### src/rtl/rx_event_counters_pkg.sv
// package: register map, field widths and shared types of the receive event counter bank
package rx_event_counters_pkg;
    localparam int ADDR_W = 16;
    localparam int DATA_W = 8;
    localparam int NUM_CNT = 4;

    // printed offsets carry the channel nibble in bits 15:12
    localparam logic [11:0] OFF_SLIP = 12'h909;
    localparam logic [11:0] OFF_FRAME_LOSS = 12'h90a;
    localparam logic [11:0] OFF_ALIGN_CHANGE = 12'h90b;
    localparam logic [11:0] OFF_LINK1_FCS = 12'h90c;
    localparam logic [11:0] OFF_EVENT_STATUS = 12'h920;
    localparam logic [11:0] OFF_EVENT_MASK = 12'h921;
    localparam logic [3:0] CHANNEL_DEFAULT = 4'h0;

    localparam logic [7:0] COUNT_RESET = 8'h00;
    localparam logic [7:0] COUNT_MAX = 8'hff;
    localparam logic [7:0] ZERO_BYTE = 8'h00;
    localparam logic [3:0] STATUS_RESET = 4'h0;
    localparam logic [3:0] MASK_RESET = 4'h0;

    // event bit positions, shared by counters, status and mask
    localparam int EV_SLIP = 0;
    localparam int EV_FRAME_LOSS = 1;
    localparam int EV_ALIGN_CHANGE = 2;
    localparam int EV_LINK1_FCS = 3;

    typedef struct packed {
        logic [ADDR_W-1:0] addr;
        logic [DATA_W-1:0] wdata;
        logic wr;
        logic rd;
    } reg_req_t;

    typedef struct packed {
        logic slip_repeat;
        logic slip_drop;
        logic frame_loss;
        logic locked_valid;
        logic [7:0] locked_pos;
        logic [7:0] offline_pos;
        logic fcs_err_link1;
        logic fcs_err_link2;
        logic fcs_err_link3;
    } framer_events_t;
endpackage

### src/rtl/rx_event_counters.sv
// receive event counter bank: slips, frame loss, alignment changes, link 1 checksum errors
`timescale 1ns/1ps
// ---------------------------------------------------------------------------
// Summary of operation
// - 8-bit counter of receive slip events
// - slip counts frame repeats and drops
// - counters reset zero, count, clear on read
// - 8-bit counter of loss-of-frame conditions
// - count loss-of-frame once per new declaration
// - 8-bit counter of alignment change events
// - alignment change when a valid lock differs from offline
// - 8-bit counter of link 1 checksum errors
// - only link controller one advances it
// ---------------------------------------------------------------------------
module rx_event_counters #(
    parameter logic [3:0] CHANNEL = rx_event_counters_pkg::CHANNEL_DEFAULT
) (
    input wire logic clk,
    input wire logic rst_n,
    input rx_event_counters_pkg::reg_req_t req,
    output logic [rx_event_counters_pkg::DATA_W-1:0] rdata,
    input rx_event_counters_pkg::framer_events_t ev,
    output logic irq
);
    import rx_event_counters_pkg::*;

    // ---------------------------------------------------------------------------
    // derived widths and the counter map
    // ---------------------------------------------------------------------------
    localparam int CHAN_W = $bits(CHANNEL);
    localparam int OFF_W = $bits(OFF_SLIP);

    // counter offsets by event position, so one loop serves the whole bank
    localparam logic [OFF_W-1:0] CNT_OFF [NUM_CNT] = '{
        EV_SLIP: OFF_SLIP,
        EV_FRAME_LOSS: OFF_FRAME_LOSS,
        EV_ALIGN_CHANGE: OFF_ALIGN_CHANGE,
        EV_LINK1_FCS: OFF_LINK1_FCS
    };

    // ---------------------------------------------------------------------------
    // elaboration checks
    // ---------------------------------------------------------------------------
    // register map and status layout are fixed at four byte-wide counters
    if (DATA_W != 8 || NUM_CNT != 4) begin : g_bad_shape
        $error("rx_event_counters: bank is built for four 8-bit counters");
    end

    // status and mask each take their own byte with zero padding above them
    if (DATA_W < NUM_CNT) begin : g_bad_status
        $error("rx_event_counters: status does not fit the data width");
    end

    // channel nibble and offset must split the address exactly
    if (CHAN_W + OFF_W != ADDR_W) begin : g_bad_addr
        $error("rx_event_counters: channel and offset do not fill the address");
    end

    // every event needs its own bit in status, mask and counter array
    if (EV_SLIP >= NUM_CNT || EV_FRAME_LOSS >= NUM_CNT
        || EV_ALIGN_CHANGE >= NUM_CNT || EV_LINK1_FCS >= NUM_CNT) begin : g_bad_index
        $error("rx_event_counters: event index outside the bank");
    end

    // ---------------------------------------------------------------------------
    // state
    // ---------------------------------------------------------------------------
    typedef struct packed {
        logic frame_loss_d;
        logic [NUM_CNT-1:0] status;
        logic [NUM_CNT-1:0] mask;
        logic [DATA_W-1:0] rdata;
    } bank_state_t;

    bank_state_t state_reg;
    bank_state_t state_next;

    logic chan_hit;
    logic [OFF_W-1:0] off;
    logic rd_hit;
    logic wr_hit;
    logic sel_status;
    logic sel_mask;
    logic [NUM_CNT-1:0] sel_cnt;
    logic [NUM_CNT-1:0] event_pulse;
    logic [NUM_CNT-1:0] clear_hit;
    logic [NUM_CNT-1:0] status_clr;
    logic [NUM_CNT-1:0] status_set;
    logic [DATA_W-1:0] count [NUM_CNT];
    logic [DATA_W-1:0] cnt_word [NUM_CNT];
    logic [DATA_W-1:0] cnt_rdata;
    logic [DATA_W-1:0] reg_rdata;
    logic [DATA_W-1:0] rdata_mux;

    // ---------------------------------------------------------------------------
    // address decode
    // ---------------------------------------------------------------------------
    assign chan_hit = req.addr[ADDR_W-1 -: CHAN_W] == CHANNEL;
    assign off = req.addr[OFF_W-1:0];
    // other-channel traffic stops here, so nothing below can see it
    assign rd_hit = req.rd && chan_hit;
    assign wr_hit = req.wr && chan_hit;
    assign sel_status = off == OFF_EVENT_STATUS;
    assign sel_mask = off == OFF_EVENT_MASK;

    // ---------------------------------------------------------------------------
    // event detection
    // ---------------------------------------------------------------------------
    always_comb begin
        event_pulse = '0;
        event_pulse[EV_SLIP] = ev.slip_repeat | ev.slip_drop;
        // rising edge only, so a long outage counts once
        event_pulse[EV_FRAME_LOSS] = ev.frame_loss & ~state_reg.frame_loss_d;
        event_pulse[EV_ALIGN_CHANGE] = ev.locked_valid && (ev.locked_pos != ev.offline_pos);
        // links 2 and 3 are deliberately ignored
        event_pulse[EV_LINK1_FCS] = ev.fcs_err_link1;
    end

    // ---------------------------------------------------------------------------
    // counters
    // ---------------------------------------------------------------------------
    genvar gi;
    generate
        for (gi = 0; gi < NUM_CNT; gi++) begin : g_cnt
            if (CNT_OFF[gi] == OFF_EVENT_STATUS || CNT_OFF[gi] == OFF_EVENT_MASK) begin : g_bad_off
                $error("rx_event_counters: counter offset collides with status or mask");
            end

            assign sel_cnt[gi] = off == CNT_OFF[gi];
            // only a read clears; a write to a counter offset is ignored
            assign clear_hit[gi] = rd_hit && sel_cnt[gi];

            sat_event_counter #(
                .WIDTH(DATA_W)
            ) u_cnt (
                .clk(clk),
                .rst_n(rst_n),
                .event_pulse(event_pulse[gi]),
                .clear_on_read(clear_hit[gi]),
                .count(count[gi])
            );

            // and-or read leg, zero unless this counter is addressed
            assign cnt_word[gi] = sel_cnt[gi] ? count[gi] : ZERO_BYTE;
        end
    endgenerate

    always_comb begin
        cnt_rdata = ZERO_BYTE;
        for (int i = 0; i < NUM_CNT; i++) begin
            cnt_rdata = cnt_rdata | cnt_word[i];
        end
    end

    // ---------------------------------------------------------------------------
    // event status, write one to clear
    // ---------------------------------------------------------------------------
    generate
        for (gi = 0; gi < NUM_CNT; gi++) begin : g_status
            assign status_clr[gi] = wr_hit && sel_status && req.wdata[gi];
            // a new event wins over a clear in the same cycle
            assign status_set[gi] = event_pulse[gi];
        end
    endgenerate

    // ---------------------------------------------------------------------------
    // read data
    // ---------------------------------------------------------------------------
    always_comb begin
        reg_rdata = ZERO_BYTE;
        if (sel_status) begin
            reg_rdata = DATA_W'(state_reg.status);
        end else if (sel_mask) begin
            reg_rdata = DATA_W'(state_reg.mask);
        end
    end

    // unmapped or other-channel reads answer zero
    assign rdata_mux = rd_hit ? (cnt_rdata | reg_rdata) : ZERO_BYTE;

    // ---------------------------------------------------------------------------
    // registers and interrupt state
    // ---------------------------------------------------------------------------
    always_comb begin
        state_next = state_reg;
        state_next.frame_loss_d = ev.frame_loss;
        state_next.status = (state_reg.status & ~status_clr) | status_set;
        if (wr_hit && sel_mask) begin
            state_next.mask = req.wdata[NUM_CNT-1:0];
        end
        state_next.rdata = rdata_mux;
    end

    always_ff @(posedge clk) begin
        if (!rst_n) begin
            state_reg.frame_loss_d <= 1'b0;
            state_reg.status <= STATUS_RESET;
            state_reg.mask <= MASK_RESET;
            state_reg.rdata <= ZERO_BYTE;
        end else begin
            state_reg <= state_next;
        end
    end

    assign rdata = state_reg.rdata;
    assign irq = |(state_reg.status & state_reg.mask);
endmodule

### src/rtl/sat_event_counter.sv
// single saturating event counter that clears when read
`timescale 1ns/1ps
module sat_event_counter #(
    parameter int WIDTH = 8
) (
    input wire logic clk,
    input wire logic rst_n,
    input wire logic event_pulse,
    input wire logic clear_on_read,
    output logic [WIDTH-1:0] count
);
    import rx_event_counters_pkg::*;

    // refused at elaboration, before any logic is built
    if (WIDTH < 1) begin : g_bad_width
        $error("sat_event_counter: WIDTH must be at least 1");
    end

    typedef struct packed {
        logic [WIDTH-1:0] count;
    } cnt_state_t;

    cnt_state_t state_reg;
    cnt_state_t state_next;

    always_comb begin
        state_next = state_reg;
        if (clear_on_read) begin
            // event landing with the read starts the new interval at one
            state_next.count = event_pulse ? WIDTH'(1) : '0;
        end else if (event_pulse && state_reg.count != '1) begin
            state_next.count = state_reg.count + WIDTH'(1);
        end
    end

    always_ff @(posedge clk) begin
        if (!rst_n) begin
            state_reg <= '0;
        end else begin
            state_reg <= state_next;
        end
    end

    assign count = state_reg.count;
endmodule

### config.mk
export PLATFORM = sky130hd
export DESIGN_NAME = rx_event_counters
export DESIGN_NICKNAME = d
export VERILOG_FILES = /design/src/rtl/rx_event_counters_pkg.sv /design/src/rtl/rx_event_counters.sv /design/src/rtl/sat_event_counter.sv
export SDC_FILE = /design/constraint.sdc
export NUM_CORES = 1
export LEC_CHECK = 0
export BUFFER_PORTS_ARGS = -buffer_cell sky130_fd_sc_hd__buf_4
export CAP_MARGIN = 20
export CORE_MARGIN = 3
export CORE_UTILIZATION = 44
export DETAILED_ROUTE_END_ITERATION = 8
export PLACE_DENSITY = 0.67
export SLEW_MARGIN = 20
export SYNTH_ARGS = -nofsm -noshare
export SYNTH_HDL_FRONTEND = slang
export SYNTH_SLANG_ARGS = --single-unit
### constraint.sdc
create_clock -name clk -period 1.87 [get_ports clk]
set_input_delay 0.187 -clock clk [delete_from_list [all_inputs] [get_ports clk]]
set_output_delay 0.187 -clock clk [all_outputs]
set_load 0.01 [all_outputs]
==> results of run 1 <==
-- kinds of logic (layout without fill, tap and decap cells) --
| logic type | count (synthesis) | in the layout |
|---|---|---|
| simple gates | 131 | 131 |
| xor+xnor | 27 | 27 |
| flops | 49 | 49 |
| compound gates | 64 | 64 |
| fa+ha+maj | 4 | 4 |
| mux | 11 | 11 |
| buf+inv | 21 | 82 |
-- worst register-to-register path, delay by kind of cell, from the launching register on --
kind / cells / cell delay (ns)
AO/OA/AOI/OAI: 1 / 0.18
flip-flops: 1 / 0.35
AND/OR/NAND/NOR: 3 / 1.09
-- area by class of cell --
type / instances / area share
clock inverters: 2 / 0.0117
well taps: 72 / 0.0272
repair buffers: 70 / 0.158
inverters: 4 / 0.00453
multi-input cells: 237 / 0.480
flip-flops and latches: 49 / 0.296
clock buffers: 6 / 0.0219
-- where the power goes --
group	leakage [nW]	switching (mW)	internal [mW]	total, mW
registers	0.398	0.0275	1.07	1.09
clock network	0.0554	0.363	0.402	0.765
logic	0.796	0.118	0.130	0.247
-- cells in the final DEF, fill, tap and decap left out, types with 8 or more instances in the layout --
master	instances
nand2_1	23
buf_4	70
nand3_1	12
a22oi_1	19
nor2_1	41
dfxtp_1	49
a21oi_1	14
xnor2_1	20
nand4_1	9
mux2i_1	8
-- routing by layer --
metal / routed length (um) / up-vias
met3: 543 / 4
met1: 3210 / 1165
met4: 54 / 0
met2: 3060 / 103
met5: 0 / -
li1: - / 1240
-- cells in the mapped netlist (3+ instances only) --
library cell / n / area (um2)
dfxtp_1: 49 / 981
nor2_1: 41 / 154
nand2_1: 23 / 86.3
xnor2_1: 20 / 175
a22oi_1: 19 / 143
a21oi_1: 14 / 70.1
nand3_1: 12 / 60.1
nand4_1: 9 / 56.3
buf_4: 8 / 60.1
mux2i_1: 8 / 80.1
xor2_1: 7 / 61.3
nor3_1: 6 / 30.0
a31oi_1: 5 / 31.3
nand2b_1: 5 / 31.3
nor4_4: 5 / 106
o21ai_0: 5 / 25.0
a21boi_0: 4 / 30.0
and3_1: 4 / 25.0
and4_1: 4 / 35.0
buf_6: 4 / 45.0
ha_1: 4 / 50.1
inv_1: 4 / 15.0
nor4_1: 4 / 25.0
or4_1: 4 / 30.0
clkbuf_1: 3 / 11.3
mux2_2: 3 / 33.8
o211ai_1: 3 / 22.5
o21a_1: 3 / 22.5
-- worst min-delay path by stage --
stage,start,to,slack (ns),cells past startpoint
6_report,req[5],state_reg[15],0.07,2
3_3_place_gp,req[5],state_reg[15],0.39,2
4_1_cts,req[5],state_reg[15],0.06,2
5_1_grt,req[5],state_reg[15],0.06,2
2_1_floorplan,req[3],state_reg[13],0.29,1
3_5_place_dp,req[5],state_reg[15],0.39,2
-- timing repair --
item	4_1_cts	5_1_grt
resized for setup	0	1
endpoints found under the hold margin	0	0
setup endpoints to repair	0	2
==> results.md, run 1 <==
* Power per cell area at 635 nW/um2
* Site row count at 27
* Slew at the pin closest to its max-slew limit at 0.646 ns
* Cell Count, Final, Fillers Out at 440
* Ys flop type: dfxtp_1
* Die span in x at 84.4 um
* Worst reg2reg startpoint: g_cnt[2].u_cnt.count[4]
* Final setup viols at 0
* Die Ht at 84.4 um
* Post-Synth Adder-Cell Area at 0.0185
* Synthesized net count at 362
* Initial antenna violation count at 0
* Mux share of post-synthesis cell area at 0.0421
* Post-synthesis cell area at 2710 um2
* Max_slew headroom at 0.570
* Num ports at 60
* Critical Path RT at 2.10 ns
* Core area at 5740 um2
* Final WS setup at 0.180 ns
* CP arrival at 1.92 ns
* Slowest CP cell: or4_1
* Initial DRC Count at 251
* Global Route Usage Sum at 0.193
* Pin count of the biggest net entering global routing at 16
* Met3 Use GR at 0.0334
* First-pass GRT wire length at 11200 um
* Worst VDD drop at 0.467 mV
* Sequential share of the synthesized area at 0.362
* Final Util at 0.577
* Input/output buffers at 53
* Post-DP HPWL at 5170 um
* Startpoint types: register
* CP Launch Point: g_cnt[2].u_cnt.count[4]
* CTS tree: done
* Post-place setup slack at 0.0584 ns
* Endpoint type of the worst setup path: register
* Synthesis-stage register bit count at 49
* Met1 usage at 0.269
* Max frequency at 0.592 GHz
* Min Tclk post-route at 1.69 ns
* Max Cap Viol at 0
* Post-synth ARST share at 0
* Crit-path max FO at 10
* Htree depth at 2
* Crit-path max cell delay at 0.52 ns
* Largest delay share family, worst path: simple AND/OR/NAND/NOR gates
* Placed cell count at 432
* Sequential cell area at 981 um2
* Tot Pwr at 2.11 mW
* Via/cell ratio at 5.71
* Min-delay worst type: in2reg
* Post-route DRC at 0
* Final hold slack at 0.0690 ns
* Syn Inst Count at 307
* Post-Route WL at 6870 um
* Layout Skew at 0.0118 ns
* Fin. Hold Viols at 0
* Worst r2r path cells at 4
* Gpl congestion at 0.875
* Post-route cell area at 3320 um2
* Grt met2 use at 0.306
* Xor-xnor portion of the synthesized cell area at 0.0873
* Clock Latency Late Sink at 0.30 ns
* Nets at 422
* Final Cycle Share at 0.904
* GR peak layer: met2
* Simple-gate share of the synthesized area at 0.279
* CTS Root Buffer Type: clkbuf_8
* Status: finished clean
* Clock Path Buffers at 2
* Initial Utilization at 0.471
* Die area at 7130 um2
* Post-CTS setup buffers at 0
* CP bufs+invs at 0
* Placed instance area at 3200 um2
* Layout area overhead at 22.5%
* Crit Path Category: reg2reg
* WL/cell at 15.6 um
* Routed vias at 2512
* Vias in the first global route at 2384
* Syn avg cell area at 8.82 um2
* Crit path cell chain: and4_1 -> and4_1 -> or4_1 -> a21boi_0
* Most common cell on crit path: and4_1
* Clk slew on worst S/H paths at 0.09 ns
* TritonCTS buffer count at 5
* R2R setup slack at 0.18 ns
* DR pass1 iterations at 5
* Leakage at 1.25 nW
* Layout fillers at 533
* Unique masters post-synth at 49
* Worst Setup EP: g_cnt[2].u_cnt.count[6]
* Compound-cell area share of the yosys netlist at 0.159
* Hold-fix buffer count after cts at 0
* Ys Warns at 0
* Max reg flops at 32
* Multi-input gate area at 1590 um2
* Crit path depth at 4
* ANT cells at 0
* RSZ-0062 raised after global routing: no
* Post-route ant nets at 0
* Slew Viols, Final at 0
* R2R Path End: g_cnt[2].u_cnt.count[6]
* GR Overflow Total at 0
* CTS Sinks at 49
* Largest family of logic cells by synthesized area: simple AND/OR/NAND/NOR gates
* Layout cells sized above 1 at 0.253
* Post-synth EDFFs at 0
* Setup_tns at 0 ns
Power figures use the tool's default switching activity.
==> inputs of run 2 (changes only) <==
Settings changed: CORE_UTILIZATION 44 to 50, GPL_ROUTABILITY_DRIVEN from default to 0, PLACE_DENSITY 0.67 to 0.74, TNS_END_PERCENT from default to 20.
==> run 2 against run 1 <==
Clock-buffer cell count unchanged. Sequential power about the same. Total power down 5.2%. Critical endpoint is now g_cnt[2].u_cnt.count[4]. Flip-flop and latch count unchanged.
==> results.md, run 2 (synthesized netlist as in run 1, its figures left out) <==
* Status: finished clean
* Detail Route met3 WL at 539 um (-0.74%)
* Crit Path Category: reg2reg
* Post-route ant nets at 0 (unchanged)
* Num ports at 60 (unchanged)
* Nets at 418 (-0.95%)
* Post-route DRC at 0 (unchanged)
* Post-DP HPWL at 5050 um (-2.3%)
* Fin. Hold Viols at 0 (unchanged)
* Endpoint type of the worst setup path: register
* Global Route Usage Sum at 0.219 (+0.0258)
* Pin count of the biggest net entering global routing at 16 (unchanged)
* Slew Viols, Final at 0 (unchanged)
* Leakage at 1.22 nW (-2.1%)
* Largest delay share family, worst path: simple AND/OR/NAND/NOR gates
* CP bufs+invs at 0 (unchanged)
* Crit-path max FO at 10 (unchanged)
* CTS Sinks at 49 (unchanged)
* Critical Path RT at 2.10 ns (about the same)
* Seq pwr share at 0.548 (+0.029)
* Clk slew on worst S/H paths at 0.09 ns (about the same)
* WL met1 at 3100 um (-3.4%)
* GR Overflow Total at 0 (unchanged)
* DR pass1 iterations at 4 (-1)
* First-pass GRT wire length at 11100 um (-1.6%)
* Power per cell area at 613 nW/um2 (-3.6%)
* Post-cts sizing count at 0 (unchanged)
* Die area at 6330 um2 (-11%)
* Layout area overhead at 20.4%
* Clock Latency Late Sink at 0.30 ns (about the same)
* Layout cells sized above 1 at 0.245 (-0.00821)
* Max_slew headroom at 0.586 (+0.0166)
* Slowest CP cell: or4_1
* Post-Route WL at 6610 um (-3.7%)
* Die Ht at 79.6 um (-5.8%)
* Layout fillers at 440 (-17%)
* Die span in x at 79.6 um (-5.8%)
* TritonCTS buffer count at 5 (unchanged)
* Slew at the pin closest to its max-slew limit at 0.621 ns (-0.0249 ns)
* Met2 WL at 2810 um (-8.2%)
* Setup_tns at 0 ns (unchanged)
* Layout Skew at 0.00839 ns (-0.00343 ns)
* Most common cell after layout, fill and taps aside: buf_4
* Hold-fix buffer count after cts at 0 (unchanged)
* NetSw at 502 uW (-1.1%)
* Commonest cells after routing, fill and taps aside: 66 x buf_4, 49 x dfxtp_1, 41 x nor2_1, 23 x nand2_1, 20 x xnor2_1
* Max reg flops at 32 (unchanged)
* Placed cell count at 426 (-1.4%)
* Max frequency at 0.578 GHz (-2.3%)
* Sequential cell area at 981 um2 (unchanged)
* Crit path cell chain: ha_1 -> and4_1 -> or4_1 -> a21boi_0
* Final setup viols at 0 (unchanged)
* Multi-input gate area at 1590 um2 (-0.47%)
* CTS tree: done
* RSZ-0062 raised after global routing: no
* WL/cell at 15.2 um (-2.4%)
* Via/cell ratio at 5.77 (+1.0%)
* Startpoint types: register
* Min-delay worst type: in2reg
* Initial Utilization at 0.523 (+0.0520)
* Cell Count, Final, Fillers Out at 434 (-1.4%)
* Clock Path Buffers at 2 (unchanged)
* Post-CTS setup buffers at 0 (unchanged)
* Routed vias at 2503 (-0.36%)
* Cell-internal power at 1.50 mW (-6.4%)
* Max Cap Viol at 0 (unchanged)
* Site row count at 26 (-3.7%)
* CP arrival at 1.96 ns (+0.04 ns)
* Sw frac at 0.251 (+0.0102)
* Clk network pwr share at 0.329 (-0.034)
* Core area at 5170 um2 (-9.9%)
* CTS Root Buffer Type: clkbuf_8
* Crit-path max cell delay at 0.53 ns (about the same)
* Uppermost layer routed: met4
* Comb pwr share at 0.122 (+0.005)
* Worst VDD drop at 0.350 mV (-25%)
* ANT cells at 0 (unchanged)
* Vias in the first global route at 2396 (+0.50%)
* Initial DRC Count at 231 (-8.0%)
* Min Tclk post-route at 1.73 ns (+0.0395 ns)
* Initial antenna violation count at 0 (unchanged)
* Input/output buffers at 53 (unchanged)
* Final Cycle Share at 0.925 (+0.0211)
* Htree depth at 2 (unchanged)
## run 2: cell count changes in the layout (fill, tap and decap cells not counted)
cell | previous run | this run
a41oi_1 | 0 | 1
a41oi_2 | 1 | 0
buf_4 | 70 | 66
bufinv_16 | 1 | 0
clkbuf_1 | 1 | 0
clkbuf_8 | 5 | 6
clkinv_2 | 0 | 1
## run 2: final timing paths
check | depth (start not counted) | slack [ns] | startpoint | endpoint
min | 2 | 0.08 | req[3] | state_reg[13]
min reg2reg | 2 | 0.52 | g_cnt[2].u_cnt.count[7] | g_cnt[2].u_cnt.count[7]
max reg2reg | 4 | 0.14 | g_cnt[2].u_cnt.count[0] | g_cnt[2].u_cnt.count[4]
max | 4 | 0.14 | g_cnt[2].u_cnt.count[0] | g_cnt[2].u_cnt.count[4]
## run 2: cell type report
cell class | instances | area share
Clock inverter | 2 | 0.00422
Multi-Input combinational cell | 237 | 0.486
Timing Repair Buffer | 66 | 0.152
Tap cell | 70 | 0.0269
Inverter | 4 | 0.00460
Clock buffer | 6 | 0.0253
Sequential cell | 49 | 0.301
## run 2: routing by layer
layer | vias to the layer above | track usage
met5 | - | 0
met4 | 0 | 0.0876
met3 | 18 | 0.0553
met2 | 102 | 0.336
met1 | 1162 | 0.292
li1 | 1221 | -
## run 2: power by group through the flow
| stage | Combinational, mW | Sequential (mW) | Clock [mW] |
|---|---|---|---|
| 4_1_cts | 0.245 | 1.09 | 0.669 |
| 5_1_grt | 0.272 | 1.10 | 0.707 |
| 6_report | 0.245 | 1.10 | 0.658 |
| 3_5_place_dp | 0.244 | 1.12 | 0 |
| 2_1_floorplan | 0.133 | 1.11 | 0 |
| 3_3_place_gp | 0.234 | 1.12 | 0 |
## run 2: stage by stage
step / cell area (um2) / setup WS, ns / hold WS [ns] / total power [mW] / utilization
3_5_place_dp: 3160 / 0.0610 / 0.391 / 1.36 / 0.612
3_3_place_gp: 3160 / 0.0983 / 0.388 / 1.35 / 0.612
6_report: 3260 / 0.141 / 0.0810 / 2.00 / 0.630
4_1_cts: 3260 / 0.149 / 0.0693 / 2.01 / 0.630
2_1_floorplan: 2710 / 0.171 / 0.288 / 1.24 / -
5_1_grt: 3260 / 0.00142 / 0.0635 / 2.08 / 0.630
==> inputs of run 3 (changes only) <==
Settings changed: CORE_UTILIZATION 50 to 54, PLACE_DENSITY 0.74 to 0.8.
Clock period 1.87 ns to 1.8 ns, I/O delays scaled along.
==> run 3 against run 2 <==
Sequential power grew 4%. Via count shrank 1.9%. Fmax grew 4.8%. Clock-buffer cell count shrank 1. Non-clock buffer count grew 2. Worst hold slack lost 0.0052 ns. Sequential share of layout area is essentially flat. Setup slack gained 0.0086 ns.
==> results.md, run 3 (synthesized netlist as in run 1, its figures left out) <==
* Status: finished clean
* Setup_tns at 0 ns (unchanged)
* CP bufs+invs at 0 (unchanged)
* Core area at 4790 um2 (-7.5%)
* Largest delay share family, worst path: simple AND/OR/NAND/NOR gates
* Max frequency at 0.606 GHz (+4.8%)
* Layout cells sized above 1 at 0.247 (+0.00275)
* Critical Path RT at 2.03 ns (-0.07 ns)
* Crit-path max FO at 10 (unchanged)
* Initial DRC Count at 156 (-32%)
* ANT cells at 0 (unchanged)
* CP arrival at 1.88 ns (-0.08 ns)
* Routed vias at 2455 (-1.9%)
* Slowest CP cell: or4_1
* First-pass GRT wire length at 10700 um (-3.3%)
* Final Cycle Share at 0.917 (-0.00773)
* Worst hold stages at 2 (unchanged)
* TritonCTS buffer count at 5 (unchanged)
* WL/cell at 14.5 um (-4.9%)
* Post-route DRC at 0 (unchanged)
* Max Cap Viol at 0 (unchanged)
* Worst VDD drop at 0.338 mV (-3.2%)
* Crit-path max cell delay at 0.52 ns (about the same)
* Min-delay worst type: in2reg
* Global Route Usage Sum at 0.221 (+0.00173)
* Clock Path Buffers at 2 (unchanged)
* Power per cell area at 612 nW/um2 (-0.19%)
* Layout area overhead at 20.3%
* Post-Route WL at 6250 um (-5.5%)
* Final hold slack at 0.0758 ns (-0.00519 ns)
* HP Start: req[5]
* Post-route ant nets at 0 (unchanged)
* Worst r2r path cells at 4 (unchanged)
* Num ports at 60 (unchanged)
* Leakage at 1.22 nW (about the same)
* Final setup viols at 0 (unchanged)
* Die span in x at 76.8 um (-3.5%)
* Layout Skew at 0.00592 ns (-0.00248 ns)
* Htree depth at 2 (unchanged)
* Fin. Hold Viols at 0 (unchanged)
* Clk slew on worst S/H paths at 0.09 ns (about the same)
* CTS Sinks at 49 (unchanged)
* R2R setup slack at 0.15 ns (about the same)
* Vias in the first global route at 2308 (-3.7%)
* Site row count at 25 (-3.8%)
* Min Tclk post-route at 1.65 ns (-0.0786 ns)
* Endpoint type of the worst setup path: register
* Max_slew headroom at 0.587 (+0.000595)
* CTS Root Buffer Type: clkbuf_8
* R2R Path End: g_cnt[2].u_cnt.count[4]
* Input/output buffers at 53 (unchanged)
* GR Overflow Total at 0 (unchanged)
* Startpoint types: register
* Via/cell ratio at 5.70 (-1.2%)
* Most common cell after layout, fill and taps aside: buf_4
* Initial Utilization at 0.566 (+0.0423)
* Commonest cells after routing, fill and taps aside: 68 x buf_4, 49 x dfxtp_1, 41 x nor2_1, 23 x nand2_1, 20 x xnor2_1
* Post-DP HPWL at 4990 um (-1.2%)
* Slew Viols, Final at 0 (unchanged)
* Slew at the pin closest to its max-slew limit at 0.620 ns (-0.000892 ns)
* Most common cell on crit path: and4_1
* Worst reg2reg startpoint: g_cnt[2].u_cnt.count[5]
* RSZ-0062 raised after global routing: no
* Clock Latency Late Sink at 0.30 ns (about the same)
* DR pass1 iterations at 4 (unchanged)
* Die area at 5900 um2 (-6.9%)
* Initial antenna violation count at 0 (unchanged)
* Pin count of the biggest net entering global routing at 14 (-2)
* Crit Path Category: reg2reg
* Crit path cell chain: and4_1 -> and4_1 -> or4_1 -> a21boi_0
* Max reg flops at 32 (unchanged)
* CTS tree: done
* Nets at 420 (+0.48%)
* Die Ht at 76.8 um (-3.5%)
* WHS Endpoint: state_reg[15]
==> run 3: changes by cell type in the layout (fill, tap and decap cells not counted), sizes merged <==
| cell | delta |
|---|---|
| clkinv | -1 |
| buf | +2 |
| clkbuf | -1 |
==> run 3: layout make-up <==
| cell class | instances | area [um2] |
|---|---|---|
| tap | 67 | 83.8 |
| clock buffer | 5 | 68.8 |
| multi-input combinational | 237 | 1590 |
| clock inverter | 1 | 5.00 |
| fill | 407 | 1530 |
| inverter | 4 | 15.0 |
| sequential | 49 | 981 |
| timing repair buffer | 68 | 510 |
==> run 3: worst max path at each step <==
stage / endpoint / cells past startpoint / startpoint / slack [ns]
5_1_grt: g_cnt[1].u_cnt.count[0] / 5 / g_cnt[1].u_cnt.count[0] / 0.05
4_1_cts: g_cnt[2].u_cnt.count[4] / 4 / g_cnt[2].u_cnt.count[5] / 0.16
3_5_place_dp: state_reg[10] / 6 / req[11] / 0.04
3_3_place_gp: state_reg[8] / 6 / req[11] / 0.06
6_report: g_cnt[2].u_cnt.count[4] / 4 / g_cnt[2].u_cnt.count[5] / 0.15
2_1_floorplan: g_cnt[1].u_cnt.count[0] / 6 / req[14] / 0.11
==> run 3: per-layer routing <==
metal / share of wire / vias up / GRT usage
met5: 0 / - / 0
met4: 0.018 / 0 / 0.0670
met3: 0.057 / 9 / 0.0282
met2: 0.48 / 82 / 0.369
met1: 0.44 / 1136 / 0.295
li1: - / 1228 / -
==> run 3: where the power goes <==
part / internal [mW] / switching (mW) / total (mW) / leakage [nW]
Clock: 0.257 / 0.349 / 0.606 / 0.0399
Sequential: 1.11 / 0.0294 / 1.14 / 0.398
Combinational: 0.132 / 0.117 / 0.249 / 0.785
==> run 3: timing repair <==
item | 4_1_cts | 5_1_grt
endpoints found under the hold margin | 0 | 0
resized for setup | 0 | 1
endpoints found under the setup margin | 0 | 3
hold buffers | 0 | 0
setup buffers | 0 | 0
==> run 3: stage by stage <==
stage	instances	setup WS [ns]	utilization	instance area (um2)	total power, mW
after floorplan	307	0.108	-	2710	1.29
after global placement	425	0.0636	0.664	3180	1.40
after detailed placement	425	0.0425	0.664	3180	1.41
after CTS	431	0.163	0.679	3250	2.00
after global routing	431	0.0502	0.681	3260	2.08
final	431	0.149	0.681	3260	1.99
